===== src/cab_pkg.sv =====
// Package: opcodes, flag positions, timing counts and carriers for the exec unit
// Behaviour
// RULE1 - Add registers, optionally with carry; ZCNVH; 1 cycle
// RULE2 - Subtract register or constant, optional borrow; ZCNVH
// RULE3 - Word add/subtract immediate on pair; ZCNVS; 2 cycles
// RULE4 - AND/OR/XOR and immediates; ZNV only; 1 cycle
// RULE5 - Mask set ORs, mask clear ANDs 0xFF-mask
// RULE6 - Zero/sign test keeps value, sets ZNV
// RULE7 - Products into pair one-zero; ZC; 2 cycles
// RULE8 - Fractional products shift left one; ZC; 2 cycles
// RULE9 - Pointer jump loads PC, flags kept, 2 cycles
// RULE10 - Pointer call pushes return, loads PC, 3 cycles
// RULE11 - Equal registers skip next instruction, 1/2/3 cycles
// RULE12 - Compares subtract without storing; ZNVCH; 1 cycle
// RULE13 - Register bit low/high skips next instruction
// RULE14 - I/O bit low/high skips next instruction
// RULE15 - Flags bit branch to PC+offset+1; 1/2 cycles
// RULE16 - Carry branches, same-or-higher/lower aliases; 1/2 cycles
// RULE17 - Signed branches on N xor V
// RULE18 - Half-carry branches, 1 untaken, 2 taken
// RULE19 - Transfer flag branches to PC+offset+1
// RULE20 - Overflow branches, flags unchanged, 1/2 cycles
// RULE21 - I/O bit ops rewrite whole register, clearing set flags
// RULE22 - I/O bit ops reach addresses 0x00 to 0x1F only; the unit writes back 0x01 to 0x1F, never port F at 0x00
// RULE23 - Unlisted flags kept; untaken goes to next instruction
package cab_pkg;

	// Flag positions in the flags register
	localparam int unsigned FLG_C = 0;
	localparam int unsigned FLG_Z = 1;
	localparam int unsigned FLG_N = 2;
	localparam int unsigned FLG_V = 3;
	localparam int unsigned FLG_S = 4;
	localparam int unsigned FLG_H = 5;
	localparam int unsigned FLG_T = 6;
	localparam logic [7:0] FLAGS_RST = 8'h00;

	// I/O space
	localparam logic [5:0] IO_PORT_F_OFS = 6'h00;
	localparam logic [5:0] IO_BITOP_MAX  = 6'h1F;
	localparam logic [7:0] BYTE_ALL      = 8'hFF;
	localparam logic [7:0] PORT_F_RST    = 8'h00;

	// Cycle counts and PC steps
	localparam logic [1:0]  CYC_1     = 2'h1;
	localparam logic [1:0]  CYC_2     = 2'h2;
	localparam logic [1:0]  CYC_3     = 2'h3;
	localparam logic [15:0] PC_STEP   = 16'h0001;
	localparam logic [15:0] PC_SKIP_S = 16'h0002;
	localparam logic [15:0] PC_SKIP_L = 16'h0003;

	typedef enum logic [5:0] {
		op_idle,
		op_sum_registers, op_sum_with_carry,
		op_minus_registers, op_minus_constant,
		op_minus_with_borrow, op_minus_constant_with_borrow,
		op_add_immediate_word, op_pair_minus_immediate,
		op_bitwise_conjunction, op_conj_immediate,
		op_bitwise_disjunction, op_disj_immediate,
		op_bitwise_exclusive_disjunction,
		op_set_bits_mask, op_clear_bits_mask, op_zero_sign_test,
		op_unsigned_product, op_signed_product, op_mixed_sign_product,
		op_fraction_unsigned_product, op_fraction_signed_product,
		op_fraction_mixed_product,
		op_jump_via_pointer, op_call_via_pointer, op_skip_on_equal,
		op_compare_registers, op_compare_with_borrow, op_compare_immediate,
		op_skip_reg_bit_low, op_skip_reg_bit_high,
		op_skip_io_bit_low, op_skip_io_bit_high,
		op_branch_status_bit_set, op_branch_status_bit_clear,
		op_branch_carry_set, op_branch_carry_clear,
		op_branch_signed_ge, op_branch_signed_lt,
		op_branch_half_carry_set, op_branch_half_carry_clear,
		op_branch_transfer_flag_set, op_branch_transfer_flag_clear,
		op_branch_overflow_set, op_branch_overflow_clear,
		op_set_io_bit, op_clear_io_bit
	} cab_op_t;

	// Decoded instruction from the fetch path
	typedef struct packed {
		cab_op_t     op;
		logic [7:0]  rd;
		logic [7:0]  rr;
		logic [7:0]  k;
		logic [15:0] pair;
		logic [15:0] ptr;
		logic [15:0] pc;
		logic [6:0]  offs;
		logic [5:0]  io_addr;
		logic [7:0]  io_data;
		logic        next_long;
	} cab_issue_t;

	// Write-back strobes and data
	typedef struct packed {
		logic        rd_we;
		logic [7:0]  rd_data;
		logic        pair_we;
		logic        pair_r1r0;
		logic [15:0] pair_data;
		logic        pc_we;
		logic [15:0] pc;
		logic        push_we;
		logic [15:0] push;
		logic        io_we;
		logic [5:0]  io_addr;
		logic [7:0]  io_data;
	} cab_result_t;

endpackage : cab_pkg


===== src/cab_exec_unit.sv =====
// Arithmetic, compare, skip and branch execution unit with port F input register
`timescale 1ns/1ps
module cab_exec_unit
	import cab_pkg::*;
(
	input  wire logic        i_mclk,
	input  wire logic        i_reset_n,
	input  wire logic        i_issue_valid,
	input  wire cab_issue_t  i_issue,
	input  wire logic        i_flags_load,
	input  wire logic [7:0]  i_flags_value,
	input  wire logic [7:0]  i_port_f_pins,
	output logic             o_issue_ready,
	output logic             o_done,
	output cab_result_t      o_result,
	output logic      [7:0]  o_flags,
	output logic      [7:0]  o_port_f_levels
);
	typedef enum logic {st_idle, st_hold} cab_state_t;

	cab_state_t  state_ff;
	logic [1:0]  cnt_ff;
	logic        done_ff;
	cab_result_t res_ff;
	cab_result_t pend_ff;
	logic [7:0]  pend_flags_ff;
	logic        pend_mult_ff;
	logic [7:0]  flags_ff;
	logic [7:0]  pf_sync1_ff;
	logic [7:0]  pf_sync2_ff;

	cab_result_t nxt_res;
	logic [7:0]  nxt_flags;
	logic [1:0]  nxt_cyc;
	logic        accept;
	logic        finish_hold;
	logic        is_mult;
	logic        m_frac;
	logic        m_as;
	logic        m_bs;
	logic [7:0]  io_val;
	logic [7:0]  bit_mask;
	logic [15:0] tgt;
	logic [15:0] seq_pc;
	logic [15:0] skip_pc;
	logic [1:0]  skip_cyc;
	logic        a_sub;
	logic        a_cin;
	logic [7:0]  a_b;
	logic [7:0]  a_sum;
	logic        a_c;
	logic        a_h;
	logic        a_v;
	logic        w_sub;
	logic [15:0] w_sum;
	logic        w_c;
	logic        w_v;
	logic [15:0] m_prod;
	logic        m_z;
	logic        m_c;

	assign accept = i_issue_valid && (state_ff == st_idle);
	assign finish_hold = (state_ff == st_hold) && (cnt_ff == CYC_1);
	assign o_issue_ready = (state_ff == st_idle);

	// Port F pins: two flops before anything reads them
	always_ff @(posedge i_mclk or negedge i_reset_n)
	begin
		if (!i_reset_n)
		begin
			pf_sync1_ff <= PORT_F_RST;
			pf_sync2_ff <= PORT_F_RST;
		end
		else
		begin
			pf_sync1_ff <= i_port_f_pins;
			pf_sync2_ff <= pf_sync1_ff;
		end
	end

	// Operand selection for the byte adder
	always_comb
	begin
		a_sub = 1'b1;
		a_cin = 1'b0;
		a_b = i_issue.rr;
		case (i_issue.op)
			op_sum_registers: a_sub = 1'b0; // RULE1
			op_sum_with_carry:
			begin
				a_sub = 1'b0;
				a_cin = flags_ff[FLG_C]; // RULE1
			end
			op_minus_constant, op_compare_immediate: a_b = i_issue.k; // RULE2
			op_minus_with_borrow, op_compare_with_borrow: a_cin = flags_ff[FLG_C];
			op_minus_constant_with_borrow:
			begin
				a_b = i_issue.k;
				a_cin = flags_ff[FLG_C]; // RULE2
			end
			default: a_sub = 1'b1;
		endcase
	end

	assign w_sub = (i_issue.op == op_pair_minus_immediate);

	cab_addsub #(.W(8)) u_byte_addsub (
		.i_a     (i_issue.rd),
		.i_b     (a_b),
		.i_cin   (a_cin),
		.i_sub   (a_sub),
		.o_sum   (a_sum),
		.o_carry (a_c),
		.o_half  (a_h),
		.o_ovf   (a_v)
	);

	// Word immediate is six bits, zero-extended
	cab_addsub #(.W(16)) u_word_addsub (
		.i_a     (i_issue.pair),
		.i_b     ({10'h000, i_issue.k[5:0]}),
		.i_cin   (1'b0),
		.i_sub   (w_sub),
		.o_sum   (w_sum),
		.o_carry (w_c),
		.o_half  (),
		.o_ovf   (w_v)
	);

	cab_multiplier u_mult (
		.i_mclk     (i_mclk),
		.i_reset_n  (i_reset_n),
		.i_go       (accept && is_mult),
		.i_a        (i_issue.rd),
		.i_b        (i_issue.rr),
		.i_a_signed (m_as),
		.i_b_signed (m_bs),
		.i_frac     (m_frac),
		.o_prod     (m_prod),
		.o_zero     (m_z),
		.o_carry    (m_c)
	);

	// Product kinds
	always_comb
	begin
		is_mult = 1'b1;
		m_as = 1'b0;
		m_bs = 1'b0;
		m_frac = 1'b0;
		case (i_issue.op)
			op_unsigned_product: m_as = 1'b0;
			op_signed_product: {m_as, m_bs} = 2'h3;
			op_mixed_sign_product: m_as = 1'b1;
			op_fraction_unsigned_product: m_frac = 1'b1;
			op_fraction_signed_product: {m_as, m_bs, m_frac} = 3'h7;
			op_fraction_mixed_product: {m_as, m_frac} = 2'h3;
			default: is_mult = 1'b0;
		endcase
	end

	// Port F reads locally; other I/O comes from the fetch path
	assign io_val = (i_issue.io_addr == IO_PORT_F_OFS) ? pf_sync2_ff : i_issue.io_data;
	assign bit_mask = 8'h01 << i_issue.k[2:0];
	assign tgt = i_issue.pc + {{9{i_issue.offs[6]}}, i_issue.offs} + PC_STEP;
	assign seq_pc = i_issue.pc + PC_STEP;
	assign skip_pc = i_issue.pc + (i_issue.next_long ? PC_SKIP_L : PC_SKIP_S);
	assign skip_cyc = i_issue.next_long ? CYC_3 : CYC_2;

	// Decode: results, flags and cycle count; untouched flags keep value
	always_comb
	begin
		logic br;
		logic sk;
		logic lg;
		logic [7:0] lr;
		br = 1'b0;
		sk = 1'b0;
		lg = 1'b0;
		lr = 8'h00;
		nxt_res = '0;
		nxt_flags = flags_ff; // RULE23
		nxt_cyc = CYC_1;
		nxt_res.pc_we = 1'b1;
		nxt_res.pc = seq_pc; // RULE23
		case (i_issue.op)
			op_sum_registers, op_sum_with_carry, op_minus_registers, op_minus_constant,
			op_minus_with_borrow, op_minus_constant_with_borrow,
			op_compare_registers, op_compare_with_borrow, op_compare_immediate:
			begin
				// Compares drop the difference
				nxt_res.rd_we = (i_issue.op != op_compare_registers) &&
					(i_issue.op != op_compare_with_borrow) &&
					(i_issue.op != op_compare_immediate); // RULE12
				nxt_res.rd_data = a_sum;
				nxt_flags[FLG_C] = a_c; // RULE1 RULE2 RULE12
				nxt_flags[FLG_H] = a_h;
				nxt_flags[FLG_N] = a_sum[7];
				nxt_flags[FLG_V] = a_v;
				nxt_flags[FLG_Z] = (a_sum == 8'h00);
				// Borrow chains keep Z only if it was already set
				if (a_sub && a_cin == flags_ff[FLG_C] && i_issue.op != op_minus_registers &&
					i_issue.op != op_minus_constant && i_issue.op != op_compare_registers &&
					i_issue.op != op_compare_immediate)
					nxt_flags[FLG_Z] = (a_sum == 8'h00) && flags_ff[FLG_Z];
			end
			op_add_immediate_word, op_pair_minus_immediate:
			begin
				nxt_cyc = CYC_2; // RULE3
				nxt_res.pair_we = 1'b1;
				nxt_res.pair_data = w_sum;
				nxt_flags[FLG_C] = w_c;
				nxt_flags[FLG_Z] = (w_sum == 16'h0000);
				nxt_flags[FLG_N] = w_sum[15];
				nxt_flags[FLG_V] = w_v;
				nxt_flags[FLG_S] = w_sum[15] ^ w_v; // RULE3
			end
			op_bitwise_conjunction: {lg, lr} = {1'b1, i_issue.rd & i_issue.rr}; // RULE4
			op_conj_immediate: {lg, lr} = {1'b1, i_issue.rd & i_issue.k};
			op_bitwise_disjunction: {lg, lr} = {1'b1, i_issue.rd | i_issue.rr};
			op_disj_immediate: {lg, lr} = {1'b1, i_issue.rd | i_issue.k};
			op_bitwise_exclusive_disjunction: {lg, lr} = {1'b1, i_issue.rd ^ i_issue.rr};
			op_set_bits_mask: {lg, lr} = {1'b1, i_issue.rd | i_issue.k}; // RULE5
			op_clear_bits_mask: {lg, lr} = {1'b1, i_issue.rd & (BYTE_ALL - i_issue.k)}; // RULE5
			op_zero_sign_test: lr = i_issue.rd & i_issue.rd; // RULE6
			op_unsigned_product, op_signed_product, op_mixed_sign_product,
			op_fraction_unsigned_product, op_fraction_signed_product, op_fraction_mixed_product:
			begin
				nxt_cyc = CYC_2; // RULE7 RULE8
				nxt_res.pair_we = 1'b1;
				nxt_res.pair_r1r0 = 1'b1;
			end
			op_jump_via_pointer:
			begin
				nxt_cyc = CYC_2; // RULE9
				nxt_res.pc = i_issue.ptr;
			end
			op_call_via_pointer:
			begin
				nxt_cyc = CYC_3; // RULE10
				nxt_res.pc = i_issue.ptr;
				nxt_res.push_we = 1'b1;
				nxt_res.push = seq_pc;
			end
			op_skip_on_equal: sk = (i_issue.rd == i_issue.rr); // RULE11
			op_skip_reg_bit_low: sk = !i_issue.rr[i_issue.k[2:0]]; // RULE13
			op_skip_reg_bit_high: sk = i_issue.rr[i_issue.k[2:0]];
			op_skip_io_bit_low: sk = !io_val[i_issue.k[2:0]]; // RULE14
			op_skip_io_bit_high: sk = io_val[i_issue.k[2:0]];
			op_branch_status_bit_set: br = flags_ff[i_issue.k[2:0]]; // RULE15
			op_branch_status_bit_clear: br = !flags_ff[i_issue.k[2:0]];
			op_branch_carry_set: br = flags_ff[FLG_C]; // RULE16
			op_branch_carry_clear: br = !flags_ff[FLG_C];
			op_branch_signed_ge: br = !(flags_ff[FLG_N] ^ flags_ff[FLG_V]); // RULE17
			op_branch_signed_lt: br = flags_ff[FLG_N] ^ flags_ff[FLG_V];
			op_branch_half_carry_set: br = flags_ff[FLG_H]; // RULE18
			op_branch_half_carry_clear: br = !flags_ff[FLG_H];
			op_branch_transfer_flag_set: br = flags_ff[FLG_T]; // RULE19
			op_branch_transfer_flag_clear: br = !flags_ff[FLG_T];
			op_branch_overflow_set: br = flags_ff[FLG_V]; // RULE20
			op_branch_overflow_clear: br = !flags_ff[FLG_V];
			op_set_io_bit, op_clear_io_bit:
			begin
				// Whole register written back: flags read as one get cleared
				nxt_res.io_we = (i_issue.io_addr <= IO_BITOP_MAX) &&
					(i_issue.io_addr != IO_PORT_F_OFS); // RULE22
				nxt_res.io_addr = i_issue.io_addr;
				nxt_res.io_data = (i_issue.op == op_set_io_bit) ?
					(io_val | bit_mask) : (io_val & ~bit_mask); // RULE21
			end
			default: nxt_res.pc_we = 1'b0;
		endcase
		if (lg)
			nxt_res.rd_we = 1'b1;
		if (lg || i_issue.op == op_zero_sign_test)
		begin
			nxt_res.rd_data = lr;
			nxt_flags[FLG_Z] = (lr == 8'h00); // RULE4 RULE6
			nxt_flags[FLG_N] = lr[7];
			nxt_flags[FLG_V] = 1'b0;
		end
		if (br)
		begin
			nxt_cyc = CYC_2; // RULE15
			nxt_res.pc = tgt;
		end
		if (sk)
		begin
			nxt_cyc = skip_cyc; // RULE11 RULE13 RULE14
			nxt_res.pc = skip_pc;
		end
	end

	// Sequencer: multi-cycle ops wait in hold
	always_ff @(posedge i_mclk or negedge i_reset_n)
	begin
		if (!i_reset_n)
		begin
			state_ff <= st_idle;
			cnt_ff <= 2'h0;
		end
		else
		begin
			case (state_ff)
				st_idle:
					if (accept && nxt_cyc != CYC_1)
					begin
						state_ff <= st_hold;
						cnt_ff <= nxt_cyc - CYC_1;
					end
				st_hold:
				begin
					cnt_ff <= cnt_ff - CYC_1;
					if (cnt_ff == CYC_1)
						state_ff <= st_idle;
				end
				default: state_ff <= st_idle;
			endcase
		end
	end

	// Pending results for multi-cycle ops
	always_ff @(posedge i_mclk or negedge i_reset_n)
	begin
		if (!i_reset_n)
		begin
			pend_ff <= '0;
			pend_flags_ff <= FLAGS_RST;
			pend_mult_ff <= 1'b0;
		end
		else if (accept)
		begin
			pend_ff <= nxt_res;
			pend_flags_ff <= nxt_flags;
			pend_mult_ff <= is_mult;
		end
	end

	// Outputs: strobes stand one cycle; execution beats a flags load
	always_ff @(posedge i_mclk or negedge i_reset_n)
	begin
		if (!i_reset_n)
		begin
			res_ff <= '0;
			done_ff <= 1'b0;
			flags_ff <= FLAGS_RST;
		end
		else
		begin
			res_ff <= '0;
			done_ff <= 1'b0;
			if (accept && nxt_cyc == CYC_1)
			begin
				res_ff <= nxt_res;
				done_ff <= 1'b1;
				flags_ff <= nxt_flags;
			end
			else if (finish_hold)
			begin
				res_ff <= pend_ff;
				done_ff <= 1'b1;
				flags_ff <= pend_flags_ff;
				if (pend_mult_ff)
				begin
					res_ff.pair_data <= m_prod; // RULE7 RULE8
					flags_ff[FLG_Z] <= m_z;
					flags_ff[FLG_C] <= m_c;
				end
			end
			else if (i_flags_load)
				flags_ff <= i_flags_value;
		end
	end

	assign o_done = done_ff;
	assign o_result = res_ff;
	assign o_flags = flags_ff;
	assign o_port_f_levels = pf_sync2_ff;
endmodule : cab_exec_unit


===== src/cab_addsub.sv =====
// Add/subtract stage with carry, half-carry and overflow
`timescale 1ns/1ps
module cab_addsub #(
	parameter int unsigned W = 8
) (
	input  wire logic [W-1:0] i_a,
	input  wire logic [W-1:0] i_b,
	input  wire logic         i_cin,
	input  wire logic         i_sub,
	output logic      [W-1:0] o_sum,
	output logic              o_carry,
	output logic              o_half,
	output logic              o_ovf
);
	logic [W-1:0] b_eff;
	logic         c_eff;
	logic [W:0]   full;
	logic [4:0]   nib;

	// Subtract as a + ~b + ~borrow so one adder serves both
	assign b_eff = i_sub ? ~i_b : i_b;
	assign c_eff = i_sub ? ~i_cin : i_cin;
	assign full = {1'b0, i_a} + {1'b0, b_eff} + {{W{1'b0}}, c_eff};
	assign nib = {1'b0, i_a[3:0]} + {1'b0, b_eff[3:0]} + {4'h0, c_eff};
	// Carry outs inverted on subtract to read as borrow
	assign o_sum = full[W-1:0];
	assign o_carry = full[W] ^ i_sub;
	assign o_half = nib[4] ^ i_sub;
	assign o_ovf = (i_a[W-1] == b_eff[W-1]) && (o_sum[W-1] != i_a[W-1]);
endmodule : cab_addsub


===== src/cab_multiplier.sv =====
// One-stage 8x8 multiplier, signed/unsigned/mixed, optional fraction shift
`timescale 1ns/1ps
module cab_multiplier (
	input  wire logic        i_mclk,
	input  wire logic        i_reset_n,
	input  wire logic        i_go,
	input  wire logic [7:0]  i_a,
	input  wire logic [7:0]  i_b,
	input  wire logic        i_a_signed,
	input  wire logic        i_b_signed,
	input  wire logic        i_frac,
	output logic      [15:0] o_prod,
	output logic             o_zero,
	output logic             o_carry
);
	logic signed [17:0] full;
	logic        [15:0] nxt_prod;
	logic        [15:0] prod_ff;
	logic               zero_ff;
	logic               carry_ff;

	// Ninth bit makes one signed multiply cover all three sign mixes
	assign full = $signed({i_a_signed & i_a[7], i_a}) * $signed({i_b_signed & i_b[7], i_b});
	assign nxt_prod = i_frac ? {full[14:0], 1'b0} : full[15:0]; // RULE8

	// Product captured at issue, read by the unit one cycle later
	always_ff @(posedge i_mclk or negedge i_reset_n)
	begin
		if (!i_reset_n)
		begin
			prod_ff <= 16'h0000;
			zero_ff <= 1'b0;
			carry_ff <= 1'b0;
		end
		else if (i_go)
		begin
			prod_ff <= nxt_prod; // RULE7
			zero_ff <= (nxt_prod == 16'h0000);
			carry_ff <= full[15]; // Carry is the unshifted top bit
		end
	end

	assign o_prod = prod_ff;
	assign o_zero = zero_ff;
	assign o_carry = carry_ff;
endmodule : cab_multiplier


===== config.mk =====
export PLATFORM = sky130hd
export DESIGN_NAME = cab_exec_unit
export DESIGN_NICKNAME = d
export VERILOG_FILES = /design/src/cab_pkg.sv /design/src/cab_exec_unit.sv /design/src/cab_addsub.sv /design/src/cab_multiplier.sv
export SDC_FILE = /design/constraint.sdc
export NUM_CORES = 1
export LEC_CHECK = 0
export ABC_CLOCK_PERIOD_IN_PS = 3400
export BUFFER_PORTS_ARGS = -buffer_cell sky130_fd_sc_hd__buf_4
export CORE_ASPECT_RATIO = 2
export CORE_UTILIZATION = 25
export DETAILED_ROUTE_END_ITERATION = 16
export SLEW_MARGIN = 40
export SYNTH_ARGS = -nofsm -noshare
export SYNTH_HDL_FRONTEND = slang
export SYNTH_SLANG_ARGS = --single-unit
export TNS_END_PERCENT = 30

===== constraint.sdc =====
create_clock -name i_mclk -period 3.4 [get_ports i_mclk]
set_input_delay 0 -clock i_mclk [delete_from_list [all_inputs] [get_ports i_mclk]]
set_output_delay 0 -clock i_mclk [all_outputs]
set_load 0.005 [all_outputs]

==> summary.txt <==
Mapped Nets = 2020
final setup vio count = 11
FF-to-FF setup slack = 120 ps
layout cells sized above 1 = 27.91%
sequential power share = 28.5%
Leak Pwr = 10.08 nW
Setup Skew = 20.53 ps
count of state elements after synthesis = 206
total track usage = 20.10%
EDFF count, synth = 0
Die Y = 355.6 um
post-synth cell types = 79
DRC = 0
grt total ovfl = 0
number of buffers inserted by port buffering = 213
switching power = 4.329 mW
worst slack at placement = -2004 ps
Site Rows = 129
failing checks = negative setup slack
CP Cell Sequence = buf_4, and3b_2, o21a_1, and2_4, buf_4, buf_4, nand2_1, inv_1, fa_1, fa_1, fa_1, fa_1, ha_1, ha_1, or2_2, o31a_1, a31o_2, a21oi_2, xor2_2, o21bai_1, mux2_4
Placer Congestion = 0.9499
initial core utilization = 25.28%
switch share = 38.34%
CTS tree = done
measured slew at the worst slew-check pin = 735.4 ps
Critical path buffers and inverters = 4
Worst slew margin = 50.55%
Synth area leaders = dfrtp_1 33%, fa_1 8.6%, ha_1 6.6%, nand2_1 6.1%, o21ai_0 5.7%
Cells after Synth = 1750
# nets final = 2468
Max Cap Violations = 0
run status = finished, violations left
Die Span X = 178.8 um
Final Hold Vio Count = 0
remaining antenna violation count = 0
# placed instances = 2890
first-pass GRT wire length = 95130 um
r2r startpoint = o_flags[0]
Die ar. = 63580 um2
Period minus WS final = 4707 ps
Num CTS Buffers = 22
Pre-antenna DRT Iters = 5
WL/cell = 21.22 um
Clock Latency Late Sink = 550 ps
final WL = 63610 um
vias in the first global route = 16000
vias per cell = 5.008
CP Data Arrival Time = 5130 ps
final worst slack = -1307 ps
Worst setup EP type = flop
Total Power = 11.29 mW
drt initial violations = 973
CTS H-Tree Depth = 1
fin. max-slew vios = 0
# IOs = 214
Worst Setup SP = i_issue[94]
Yosys warning count = 0
Critical Path Max Stage Delay = 530 ps
Synth Flop Type = dfrtp_1
Comb power frac = 49.4%
type of origin of the critical path = primary input
via count = 15020
root buf cell = clkbuf_16
pin count of the biggest net entering global routing = 97
core area = 61820 um2
ys async rst share = 100.0%
CTS sink count = 206
Setup Crit Path Kind = primary input to flop
Post-DP HPWL = 50940 um
clock slew seen by the registers of the worst setup and hold paths = 60 ps
Yosys top cell area share = 32.98%
RSZ-0062 raised after global routing = yes
worst reg2reg path depth = 13
Slowest cell on crit path = fa_1
internal power = 6.963 mW
WP data required = 3820 ps
Crit Path Max Fanout = 4
Max IR drop VDD = 0.0003213 V
most used cell, CP = fa_1
initial antenna violation count = 2
crit-path leading delay family = adder cells
Min-Delay Path Class = primary input to flop
clock power share = 22.1%
Core Util, Final = 34.94%
PwrDens = 522.8 nW/um2
syn_area_per_cell = 8.931 um2
Post-Syn Area = 15630 um2
period utilisation layout = 138.4%
r2r endpoint = pend_flags_ff[1]
final std cells w/o fill = 2998
area grow syn2layout = 38.22%
crit path capture = u_mult.o_prod[15]
sequential share of the synthesized area = 32.98%
fmax = 212.4 MHz
cell taking the most area after synthesis = dfrtp_1
Crit path depth = 21
maximum root-to-sink buffer count = 3
-- cell usage in the layout (no fill, tap or decap), drive strengths merged, types with 7 or more instances in the layout --
cell type	count
mux2i	69
nor4	9
fa	67
nand2	254
a211oi	11
dlygate4sd3	57
o211ai	11
nand4	7
buf	464
a22o	20
a21boi	13
nor3b	8
xnor2	65
o21a	10
nor3	29
o22ai	21
or3	17
a31oi	12
ha	83
o31ai	18
nand2b	17
or2	11
o21bai	9
xor2	28
clkbuf	30
nor2	88
dfrtp	206
and2	42
mux4	9
nor2b	10
inv	108
a21o	13
o21ai	180
a21oi	64
nand3	41
nand3b	7
-- layer usage --
metal / wire length, um / vias to the layer above / global-route usage, %
met5: 13 / - / 0
met4: 4564 / 2 / 13.19
met3: 2615 / 159 / 2.198
met2: 35410 / 461 / 39.19
met1: 21010 / 7390 / 19.23
li1: - / 7003 / -
-- how the worst min path moves through the flow --
stage	cells past startpoint	to	start	slack, ps
after global routing	4	pend_ff[24]	i_issue[30]	30
final	3	pend_ff[21]	i_issue[28]	20
after global placement	1	pend_ff[10]	i_reset_n	-20
after detailed placement	1	pend_ff[9]	i_reset_n	-20
after CTS	3	pend_ff[23]	i_issue[30]	5
after floorplan	0	cnt_ff[0]	i_reset_n	-300
-- synth_stat cells (all sizes together), types with 18 or more instances --
library cell / number
nor2: 88
nand3: 41
a21oi: 64
nand2: 254
o31ai: 18
nor3: 29
o21ai: 180
ha: 83
buf: 18
mux2i: 69
and2: 42
xor2: 28
dfrtp: 206
fa: 67
xnor2: 65
inv: 108
clkbuf: 80
a22o: 20
o22ai: 21
-- stage by stage --
stage / setup TNS [ps] / hold WS [ps] / cell area, um2
6_report: -10920 / 19.95 / 21600
5_1_grt: -12750 / 28.00 / 21600
4_1_cts: -10370 / 5.225 / 21350
3_5_place_dp: -58670 / -16.44 / 19870
3_3_place_gp: -55270 / -19.51 / 19860
2_1_floorplan: -20130 / -295.6 / 15940
-- power groups by stage --
stage / combinational (mW) / clock (mW) / sequential, mW
floorplan: 2.64 / 0 / 3.16
global placement: 4.76 / 0 / 3.25
detailed placement: 4.87 / 0 / 3.26
CTS: 5.23 / 2.58 / 3.22
global route: 6.05 / 2.65 / 3.27
finish: 5.58 / 2.49 / 3.22
-- registers in the layout, indices dropped and copies added, names as in the netlist --
signal	cells
u_mult.o_zero	1
o_port_f_levels	8
o_done	1
o_flags	8
o_result	76
pend_ff	75
pend_flags_ff	8
u_mult.o_prod	16
state_ff	1
pend_mult_ff	1
pf_sync1_ff	8
cnt_ff	2
u_mult.o_carry	1
-- area by class of cell --
| cell class | count | area (um2) |
|---|---|---|
| Timing Repair Buffer | 522 | 4204 |
| Clock inverter | 8 | 103.9 |
| Multi-Input combinational cell | 1337 | 10120 |
| Clock buffer | 29 | 616.8 |
| Fill cell | 6350 | 40220 |
| Antenna cell | 1 | 2.502 |
| Sequential cell | 206 | 5157 |
| Tap cell | 786 | 983.4 |
| Inverter | 109 | 411.6 |
-- logic make-up (layout without fill, tap and decap cells) --
family	count (synthesis)	count (layout)	synth area share, %
AND/OR/NAND/NOR	562	562	17.04
AO/OA/AOI/OAI	448	448	18.21
buffers and inverters	207	668	5.124
flip-flops	206	206	32.98
adder cells (fa/ha/maj)	150	150	15.23
XOR/XNOR	93	93	5.212
multiplexers	84	84	6.196
other	0	1	0
-- worst register-to-register path, delay by kind of cell (launching register included) --
kind                     cells  cell delay, ps
AO/OA/AOI/OAI                4             670
XOR/XNOR                     2             300
adder cells (fa/ha/maj)      2             760
buffers and inverters        2             220
flip-flops                   1             390
AND/OR/NAND/NOR              3             860
-- repair_timing --
| item | in CTS | in global routing |
|---|---|---|
| resized for setup | 22 | 51 |
| pin swaps | 15 | 18 |
| gates cloned | 0 | 0 |
| setup buffers | 6 | 9 |
| endpoints found under the hold margin | 277 | 0 |
| hold buffers | 58 | 0 |
| endpoints found under the setup margin | 19 | 42 |
Power figures use the tool's default switching activity.
